## config.mk

```make
export PLATFORM = sky130hd
export DESIGN_NAME = kmn_navigator
export DESIGN_NICKNAME = d
export VERILOG_FILES = /design/src/verilog/kmn_pkg.sv /design/src/verilog/kmn_navigator.sv /design/src/verilog/kmn_key_edge.sv
export SDC_FILE = /design/constraint.sdc
export NUM_CORES = 2
export LEC_CHECK = 0
export ABC_AREA = 0
export BUFFER_PORTS_ARGS = -buffer_cell sky130_fd_sc_hd__clkbuf_2
export CORE_UTILIZATION = 35
export CTS_CLUSTER_SIZE = 25
export DETAILED_ROUTE_END_ITERATION = 8
export HOLD_SLACK_MARGIN = 0.15
export PLACE_DENSITY = 0.48
export REMOVE_ABC_BUFFERS = 1
export SYNTH_ARGS = -nofsm -noshare
export SYNTH_HDL_FRONTEND = slang
export SYNTH_SLANG_ARGS = --single-unit
```

## constraint.sdc

```tcl
create_clock -name clk_sys -period 5.4 [get_ports clk_sys]
set_input_delay 0.27 -clock clk_sys [delete_from_list [all_inputs] [get_ports clk_sys]]
set_output_delay 0.27 -clock clk_sys [all_outputs]
set_load 0.05 [all_outputs]
```

## src/verilog/kmn_pkg.sv

```systemverilog
package kmn_pkg;

  // ********************************
  // code layout
  // ********************************
  // group is the leftmost character of the four-character code
  typedef enum logic [3:0] {
    KMN_GRP_MON,   // monitor items, read-only
    KMN_GRP_MAIN,  // main profile
    KMN_GRP_STD,   // standard functions
    KMN_GRP_TUNE,  // fine tuning
    KMN_GRP_TERM,  // intelligent terminals
    KMN_GRP_MOTOR, // motor constants
    KMN_GRP_COMM,  // pulse, torque, communication
    KMN_GRP_USER   // user selected
  } kmn_group_t;

  localparam int KMN_NUM_GROUPS = 8;
  localparam int KMN_IDX_W = 12;   // three trailing digits, bcd
  localparam int KMN_DATA_W = 16;  // four displayed digits, binary value
  localparam int KMN_ADDR_W = 7;   // group and item index into value store
  localparam int KMN_ITEM_W = 4;   // item index bits, 16 slots per group in value store

  // number of items per group (last valid index + 1), plain defaults
  localparam logic [KMN_ITEM_W-1:0] KMN_ITEMS_PER_GROUP = 4'h8;
  // index of the first item of each group
  localparam logic [KMN_ITEM_W-1:0] KMN_FIRST_ITEM = 4'h1;
  // main-profile item that does not take effect live
  localparam logic [KMN_ITEM_W-1:0] KMN_EXCLUDED_ITEM = 4'h4;
  localparam logic [KMN_DATA_W-1:0] KMN_DATA_RST = 16'h0000;

  // ********************************
  // timing
  // ********************************
  localparam longint KMN_CLK_HZ = 40_000_000;
  localparam longint KMN_HOLD_MS = 1000;   // cancel hold time
  localparam longint KMN_HOLD_CYC = (KMN_CLK_HZ * KMN_HOLD_MS + 999) / 1000;
  localparam int KMN_HOLD_W = 26;

  // ********************************
  // carriers
  // ********************************
  typedef struct packed {
    logic cancel_key; // cancel
    logic set_key;    // set and store
    logic up_key;     // increment
    logic down_key;   // decrement
  } kmn_keys_t;

  typedef struct packed {
    kmn_group_t group;               // leftmost character class
    logic [KMN_ITEM_W-1:0] item;     // item within group
  } kmn_code_t;

endpackage

```

## src/verilog/kmn_navigator.sv

```systemverilog
// Function
// - codes classed into groups by leading character
// - program LED lit for parameter groups only
// - cancel on code: first of next group
// - cancel on data: drop edit, show code
// - set on code: show data
// - set on data: store, show code
// - cancel held over 1s: first monitor item
// - cancel held jumps once per hold, no repeat
// - monitor values cannot be edited
// - main profile edits apply live, except one
`timescale 1ns/1ps
`default_nettype none
module kmn_navigator (
  // clock and reset
  input wire logic clk_sys,
  input wire logic rst_n,
  // front-panel keys (asynchronous pins)
  input wire kmn_pkg::kmn_keys_t keys_pin,
  // monitor values shown for the monitor group
  input wire logic [kmn_pkg::KMN_DATA_W-1:0] monitor_value,
  // display content
  output kmn_pkg::kmn_code_t disp_code,
  output logic disp_is_data,
  output logic [kmn_pkg::KMN_DATA_W-1:0] disp_value,
  // panel indicator
  output logic program_mode_indicator,
  // values in force for operation
  output logic [kmn_pkg::KMN_ADDR_W-1:0] op_addr,
  output logic [kmn_pkg::KMN_DATA_W-1:0] op_value,
  output logic op_write
);
  import kmn_pkg::*;

  // ********************************
  // key conditioning
  // ********************************
  kmn_keys_t lvl, prs;

  kmn_key_edge u_keys (
    .clk_sys(clk_sys),
    .rst_n(rst_n),
    .keys_pin(keys_pin),
    .keys_level(lvl),
    .keys_press(prs)
  );

  // ********************************
  // navigation state
  // ********************************
  typedef enum logic [1:0] {
    KMN_ST_CODE,  // function code shown
    KMN_ST_DATA   // data value shown
  } kmn_state_t;

  kmn_state_t st_q, st_d;
  kmn_code_t code_q, code_d;
  logic [KMN_DATA_W-1:0] edit_q, edit_d;       // pending value
  logic [KMN_HOLD_W-1:0] hold_q, hold_d;       // cancel hold counter
  logic hold_done_q, hold_done_d;              // one jump per hold
  logic [KMN_DATA_W-1:0] wr_val_q, wr_val_d;   // operation write data
  logic [KMN_ADDR_W-1:0] wr_adr_q, wr_adr_d;
  logic wr_q, wr_d;

  // stored parameter values, one word per code
  logic [KMN_DATA_W-1:0] store_q [0:(1<<KMN_ADDR_W)-1];
  // one bit per word: never-stored words read as the reset value, not unknown
  logic [(1<<KMN_ADDR_W)-1:0] written_q;
  logic [KMN_DATA_W-1:0] store_rd; // stored value of the shown code
  logic commit;                    // set on data view stores this cycle

  logic [KMN_ADDR_W-1:0] cur_addr;
  logic is_monitor;
  logic live_edit;

  // address and group class of the shown code
  always_comb begin
    cur_addr = {code_q.group[2:0], code_q.item};
    is_monitor = (code_q.group == KMN_GRP_MON);
    live_edit = (code_q.group == KMN_GRP_MAIN) && (code_q.item != KMN_EXCLUDED_ITEM);
    store_rd = written_q[cur_addr] ? store_q[cur_addr] : KMN_DATA_RST;
    commit = prs.set_key && !prs.cancel_key && st_q == KMN_ST_DATA && !is_monitor
      && !(lvl.cancel_key && !hold_done_q && hold_q == KMN_HOLD_W'(KMN_HOLD_CYC));
  end

  // ********************************
  // next-state logic
  // ********************************
  // cancel has priority over set, set over up/down
  always_comb begin
    st_d = st_q;
    code_d = code_q;
    edit_d = edit_q;
    hold_d = hold_q;
    hold_done_d = hold_done_q;
    wr_d = 1'b0;
    wr_val_d = wr_val_q;
    wr_adr_d = wr_adr_q;
    // hold counter runs only while cancel is down
    if (lvl.cancel_key) begin
      if (hold_q < KMN_HOLD_W'(KMN_HOLD_CYC)) begin
        hold_d = hold_q + 1'b1;
      end
    end else begin
      hold_d = '0;
      hold_done_d = 1'b0;
    end
    if (lvl.cancel_key && !hold_done_q && hold_q == KMN_HOLD_W'(KMN_HOLD_CYC)) begin
      // long hold wins over anything shown
      st_d = KMN_ST_CODE;
      code_d.group = KMN_GRP_MON;
      code_d.item = KMN_FIRST_ITEM;
      hold_done_d = 1'b1;
    end else if (prs.cancel_key) begin
      if (st_q == KMN_ST_CODE) begin
        // wrap from the last group back to the monitor group
        code_d.group = (code_q.group == KMN_GRP_USER) ? KMN_GRP_MON
          : kmn_group_t'(code_q.group + 4'h1);
        code_d.item = KMN_FIRST_ITEM;
      end else begin
        st_d = KMN_ST_CODE;
        if (live_edit) begin
          // live edit is undone by restoring the stored value
          wr_d = 1'b1;
          wr_adr_d = cur_addr;
          wr_val_d = store_rd;
        end
      end
    end else if (prs.set_key) begin
      if (st_q == KMN_ST_CODE) begin
        st_d = KMN_ST_DATA;
        edit_d = is_monitor ? monitor_value : store_rd;
      end else begin
        st_d = KMN_ST_CODE;
        if (!is_monitor) begin
          wr_d = 1'b1;
          wr_adr_d = cur_addr;
          wr_val_d = edit_q;
        end
      end
    end else if (prs.up_key || prs.down_key) begin
      if (st_q == KMN_ST_CODE) begin
        // item steps within the group, wrapping
        if (prs.up_key) begin
          code_d.item = (code_q.item == KMN_ITEMS_PER_GROUP - 4'h1) ? '0
            : code_q.item + 4'h1;
        end else begin
          code_d.item = (code_q.item == '0) ? KMN_ITEMS_PER_GROUP - 4'h1
            : code_q.item - 4'h1;
        end
      end else if (!is_monitor) begin
        edit_d = prs.up_key ? edit_q + 1'b1 : edit_q - 1'b1;
        if (live_edit) begin
          wr_d = 1'b1;
          wr_adr_d = cur_addr;
          wr_val_d = edit_d;
        end
      end
    end
  end

  // ********************************
  // registers
  // ********************************
  always_ff @(posedge clk_sys or negedge rst_n) begin
    if (!rst_n) begin
      st_q <= KMN_ST_CODE;
      code_q <= '{group: KMN_GRP_MON, item: KMN_FIRST_ITEM};
      edit_q <= KMN_DATA_RST;
      hold_q <= '0;
      hold_done_q <= 1'b0;
      wr_q <= 1'b0;
      wr_val_q <= KMN_DATA_RST;
      wr_adr_q <= '0;
    end else begin
      st_q <= st_d;
      code_q <= code_d;
      edit_q <= edit_d;
      hold_q <= hold_d;
      hold_done_q <= hold_done_d;
      wr_q <= wr_d;
      wr_val_q <= wr_val_d;
      wr_adr_q <= wr_adr_d;
    end
  end

  // value store: committed on set only; no reset, a memory array
  always_ff @(posedge clk_sys) begin
    if (commit) begin
      store_q[cur_addr] <= edit_q;
    end
  end

  // written marks: reset clears them, a commit sets its word's bit
  always_ff @(posedge clk_sys or negedge rst_n) begin
    if (!rst_n) begin
      written_q <= '0;
    end else if (commit) begin
      written_q[cur_addr] <= 1'b1;
    end
  end

  // ********************************
  // outputs
  // ********************************
  assign disp_code = code_q;
  assign disp_is_data = (st_q == KMN_ST_DATA);
  assign disp_value = is_monitor ? monitor_value : edit_q;
  assign program_mode_indicator = !is_monitor;
  assign op_addr = wr_adr_q;
  assign op_value = wr_val_q;
  assign op_write = wr_q;

  // ********************************
  // checks
  // ********************************
  a_led_group: assert property (@(posedge clk_sys) disable iff (!rst_n)
    program_mode_indicator == (disp_code.group != KMN_GRP_MON))
    else $error("program led wrong for group");

  a_cancel_next: assert property (@(posedge clk_sys) disable iff (!rst_n)
    (prs.cancel_key && st_q == KMN_ST_CODE && hold_q != KMN_HOLD_W'(KMN_HOLD_CYC))
    |=> code_q.item == KMN_FIRST_ITEM && code_q.group != $past(code_q.group))
    else $error("cancel did not advance group");

  a_cancel_data: assert property (@(posedge clk_sys) disable iff (!rst_n)
    (prs.cancel_key && st_q == KMN_ST_DATA) |=> st_q == KMN_ST_CODE)
    else $error("cancel did not leave data");

  a_set_enter: assert property (@(posedge clk_sys) disable iff (!rst_n)
    (prs.set_key && !lvl.cancel_key && st_q == KMN_ST_CODE) |=> st_q == KMN_ST_DATA)
    else $error("set did not enter data");

  a_set_store: assert property (@(posedge clk_sys) disable iff (!rst_n)
    (prs.set_key && !lvl.cancel_key && st_q == KMN_ST_DATA && !is_monitor)
    |=> op_write && op_value == $past(edit_q) && st_q == KMN_ST_CODE)
    else $error("set did not store value");

  a_hold_jump: assert property (@(posedge clk_sys) disable iff (!rst_n)
    (lvl.cancel_key && !hold_done_q && hold_q == KMN_HOLD_W'(KMN_HOLD_CYC))
    |=> code_q.group == KMN_GRP_MON && code_q.item == KMN_FIRST_ITEM && hold_done_q)
    else $error("long cancel did not reach first monitor");

  a_hold_count: assert property (@(posedge clk_sys) disable iff (!rst_n)
    (lvl.cancel_key && hold_q < KMN_HOLD_W'(KMN_HOLD_CYC)) |=> hold_q == $past(hold_q) + 1'b1)
    else $error("hold counter stalled");

  a_mon_ro: assert property (@(posedge clk_sys) disable iff (!rst_n)
    (st_q == KMN_ST_DATA && is_monitor) |=> !op_write)
    else $error("monitor value written");

  a_live_apply: assert property (@(posedge clk_sys) disable iff (!rst_n)
    (prs.up_key && !prs.cancel_key && !prs.set_key && st_q == KMN_ST_DATA && live_edit)
    |=> op_write && op_value == $past(edit_q) + 1'b1)
    else $error("live edit not applied");

  a_code_step: assert property (@(posedge clk_sys) disable iff (!rst_n)
    (prs.up_key && !prs.cancel_key && !prs.set_key && st_q == KMN_ST_CODE
     && code_q.item < KMN_ITEMS_PER_GROUP - 4'h1 && !lvl.cancel_key)
    |=> code_q.item == $past(code_q.item) + 4'h1)
    else $error("up did not step code");
endmodule
`default_nettype wire

```

## src/verilog/kmn_key_edge.sv

```systemverilog
`timescale 1ns/1ps
`default_nettype none
module kmn_key_edge (
  // clock and reset
  input wire logic clk_sys,
  input wire logic rst_n,
  // raw key pins
  input wire kmn_pkg::kmn_keys_t keys_pin,
  // synchronised levels and press pulses
  output kmn_pkg::kmn_keys_t keys_level,
  output kmn_pkg::kmn_keys_t keys_press
);
  import kmn_pkg::*;

  // ********************************
  // two-stage synchroniser and edge
  // ********************************
  logic [3:0] s1_q, s1_d;
  logic [3:0] s2_q, s2_d;
  logic [3:0] s3_q, s3_d;   // previous level, for edge detect

  // next values: first stage only feeds the second
  always_comb begin
    s1_d = keys_pin;
    s2_d = s1_q;
    s3_d = s2_q;
  end

  // registers
  always_ff @(posedge clk_sys or negedge rst_n) begin
    if (!rst_n) begin
      s1_q <= 4'h0;
      s2_q <= 4'h0;
      s3_q <= 4'h0;
    end else begin
      s1_q <= s1_d;
      s2_q <= s2_d;
      s3_q <= s3_d;
    end
  end

  assign keys_level = s2_q;
  assign keys_press = s2_q & ~s3_q;
endmodule
`default_nettype wire

```

==> results.py <==
metrics = {
    "die": {
        "coreArea_mm2": 0.241,
        "die_h_um": 496,
        "std_cell_rows": 180,
        "die_w_um": 496,
        "die-area_mm2": 0.246,
        "io_pins": 72,
        "start_util": 0.353,
    },
    "layout": {
        "fillers": 21700,
        "finalInstanceArea_mm2": 0.0986,
        "most-common-layout-cells": "edfxtp_1, a22oi_1, buf_4",
        "areaGrowthSynthToFinish_pct": 15.5,
        "layout_commonest_cell": "edfxtp_1",
        "final_layout_size_suffix_gt1_frac": 0.159,
        "nets": 5302,
    },
    "cts": {
        "clk_pin_slew_ns": 0.06,
        "htreeDepth": 4,
        "clock_latency_ns": 0.90,
        "post-cts-setup-buffer-count": 0,
        "cts_inserted_buffers": 226,
        "cts_sinks": 2264,
        "clockBufferDepth": 3,
        "cts-root-buf": "clkbuf_16",
        "cts_tree": "yes",
    },
    "place": {
        "placed_area_mm2": 0.0908,
        "place_congestion": 0.910,
        "pre_cts_ws_ns": 0.855,
        "dp_hpwl_um": 157000,
        "port_buffers": 71,
    },
    "sta": {
        "fin_crit_ns": 4.75,
        "worst_pin_slew_ns": 1.31,
        "fin_tns_setup_ns": 0,
        "hold_viol": 0,
        "setup_ws_ns": 0.653,
        "fmax_mhz": 211,
        "finalCritPeriodShare": 0.879,
        "setup_viol": 0,
        "clock_skew_ns": 0.0833,
        "whs_ns": 0.341,
        "drv_slew": 0,
        "maxSlewHeadroom": 0.129,
        "rsz0062_at_grt": "false",
    },
    "yosys": {
        "synth-edff-count": 2048,
        "yosysTopAreaCellShare": 0.721,
        "ys_ff_latch": 2264,
        "synth_warnings": 0,
        "seq_area_frac_synth": 0.784,
        "synthTopCellsByArea": "edfxtp_1, a22oi_1, dfrtp_1, a221oi_1, a22o_1",
        "synth_ff_type": "edfxtp_1",
        "synth_top_area_cell": "edfxtp_1",
        "synth_area_mm2": 0.0853,
        "syn_inst": 5012,
        "yosysUniqueCellTypes": 75,
        "async_flop_share": 0.0954,
        "syn_avg_cell_area_um2": 17.0,
    },
    "min_path": {
        "min-delay-path-class": "flop to flop",
        "hold_depth": 0,
    },
    "worst_setup_path": {
        "crit_type": "flop to flop",
        "crit_path_end_kind": "flop",
        "crit_path_start_kind": "flop",
        "reg2regPathDepth": 10,
        "required_ns": 6.16,
        "crit_arrival_ns": 5.50,
        "cp_max_fo": 42,
    },
    "routing": {
        "postRouteAntennaNets": 0,
        "drt_iter0_markers": 5660,
        "drc": 0,
        "wire_per_inst_um": 31.2,
        "via_per_inst": 5.75,
        "routed_wl_um": 270000,
        "drt_first_pass_iters": 6,
        "via_count": 49600,
    },
    "pwr": {
        "p_leak_nw": 31.4,
        "peakVddDrop_mv": 0.431,
        "power_density_mw_per_mm2": 552,
    },
    "global_route": {
        "overflow": 0,
        "grt_pass1_vias": 48200,
        "grt_max_degree": 109,
        "antenna_found_initial": 13,
        "grt_pass1_wl_um": 380000,
        "track_usage": 0.217,
    },
    "run": {
        "max-cap-violations": 0,
    },
    "outcome": {
        "outcome": "completed",
    },
}
synthesized netlist by cell type, types with 19 or more instances:
cell	number
o21bai_1	112
clkbuf_1	134
nand2_1	156
and3_1	19
edfxtp_1	2048
a21oi_1	103
nand3_1	59
a31oi_1	61
a22oi_1	785
and2_1	24
a21o_1	28
a22o_1	131
mux2i_1	20
dfrtp_1	215
nand4_1	145
buf_2	163
ha_1	23
nor3_1	23
buf_1	34
mux4_2	26
nor2_1	204
o21ai_0	62
xnor2_1	22
a221oi_1	158
power by group:
part / internal [W] / leakage (nW) / total [W] / switching, W
combinational: 0.00418 / 6.60 / 0.0154 / 0.0112
sequential: 0.0217 / 21.2 / 0.0233 / 0.00162
clock: 0.00884 / 3.61 / 0.0157 / 0.00687
sequential cells by signal, indices dropped and copies added (netlist names):
name,cells
store_q,2048
written_q,128
hold_q,26
edit_q,16
op_value,16
disp_code,8
op_addr,7
u_keys.keys_level,4
u_keys.s1_q,4
u_keys.s3_q,4
hold_done_q,1
op_write,1
st_q,1
final cells by class:
type / count / area [um2] / area share
inverter: 16 / 60.1 / 0.000609
timing repair buffer: 370 / 3080 / 0.0313
tap: 3185 / 3990 / 0.0404
clock buffer: 278 / 5890 / 0.0598
multi-input combinational: 2378 / 17000 / 0.173
clock inverter: 145 / 1540 / 0.0156
antenna: 2 / 5.00 / 0.0000508
sequential: 2264 / 67000 / 0.680
cell families after synthesis:
group	after synthesis	synth area share
AO/OA/AOI/OAI	1553	0.136
XOR/XNOR	36	0.00370
adder cells (fa/ha/maj)	24	0.00361
AND/OR/NAND/NOR	706	0.0414
flip-flops	2264	0.784
multiplexers	59	0.0109
buffers and inverters	370	0.0203
per-stage QoR:
stage	std cells	total power (W)	utilization
after floorplan	4658	0.0310	-
after global placement	8186	0.0390	0.376
after detailed placement	8186	0.0390	0.376
after CTS	8636	0.0547	0.408
after global routing	8637	0.0562	0.408
final	8638	0.0544	0.408
critical path, stage by stage, from the launching register on:
cell	delay [ns]
dfstp_2	1.03
and3b_4	0.59
buf_4	0.39
a22oi_1	0.22
nand4_1	0.17
a22o_1	0.24
a221oi_1	1.01
o22ai_1	0.35
o31ai_1	0.37
or3_1	0.15
a31oi_1	0.07
routing by layer:
metal	global-route usage	wire length (um)
met5	0	13
met4	0.0730	9110
met3	0.0336	17800
met2	0.336	125000
met1	0.310	118000
final timing paths:
check	to	startpoint	slack, ns
worst max-delay path	edit_q[12]	disp_code[0]	0.65
worst max register to register	edit_q[12]	disp_code[0]	0.65
worst min-delay path	u_keys.keys_level[2]	u_keys.s1_q[2]	0.34
max in group asynchronous	disp_code[3]	rst_n	3.84
worst min register to register	u_keys.keys_level[2]	u_keys.s1_q[2]	0.34
min in group asynchronous	written_q[65]	rst_n	0.46
repair_timing:
action	CTS	global route
hold buffers	27	0
endpoints found under the setup margin	0	0
gates resized for setup	0	0
endpoints found under the hold margin	128	0
No activity file was read; power rests on OpenSTA's default activity.
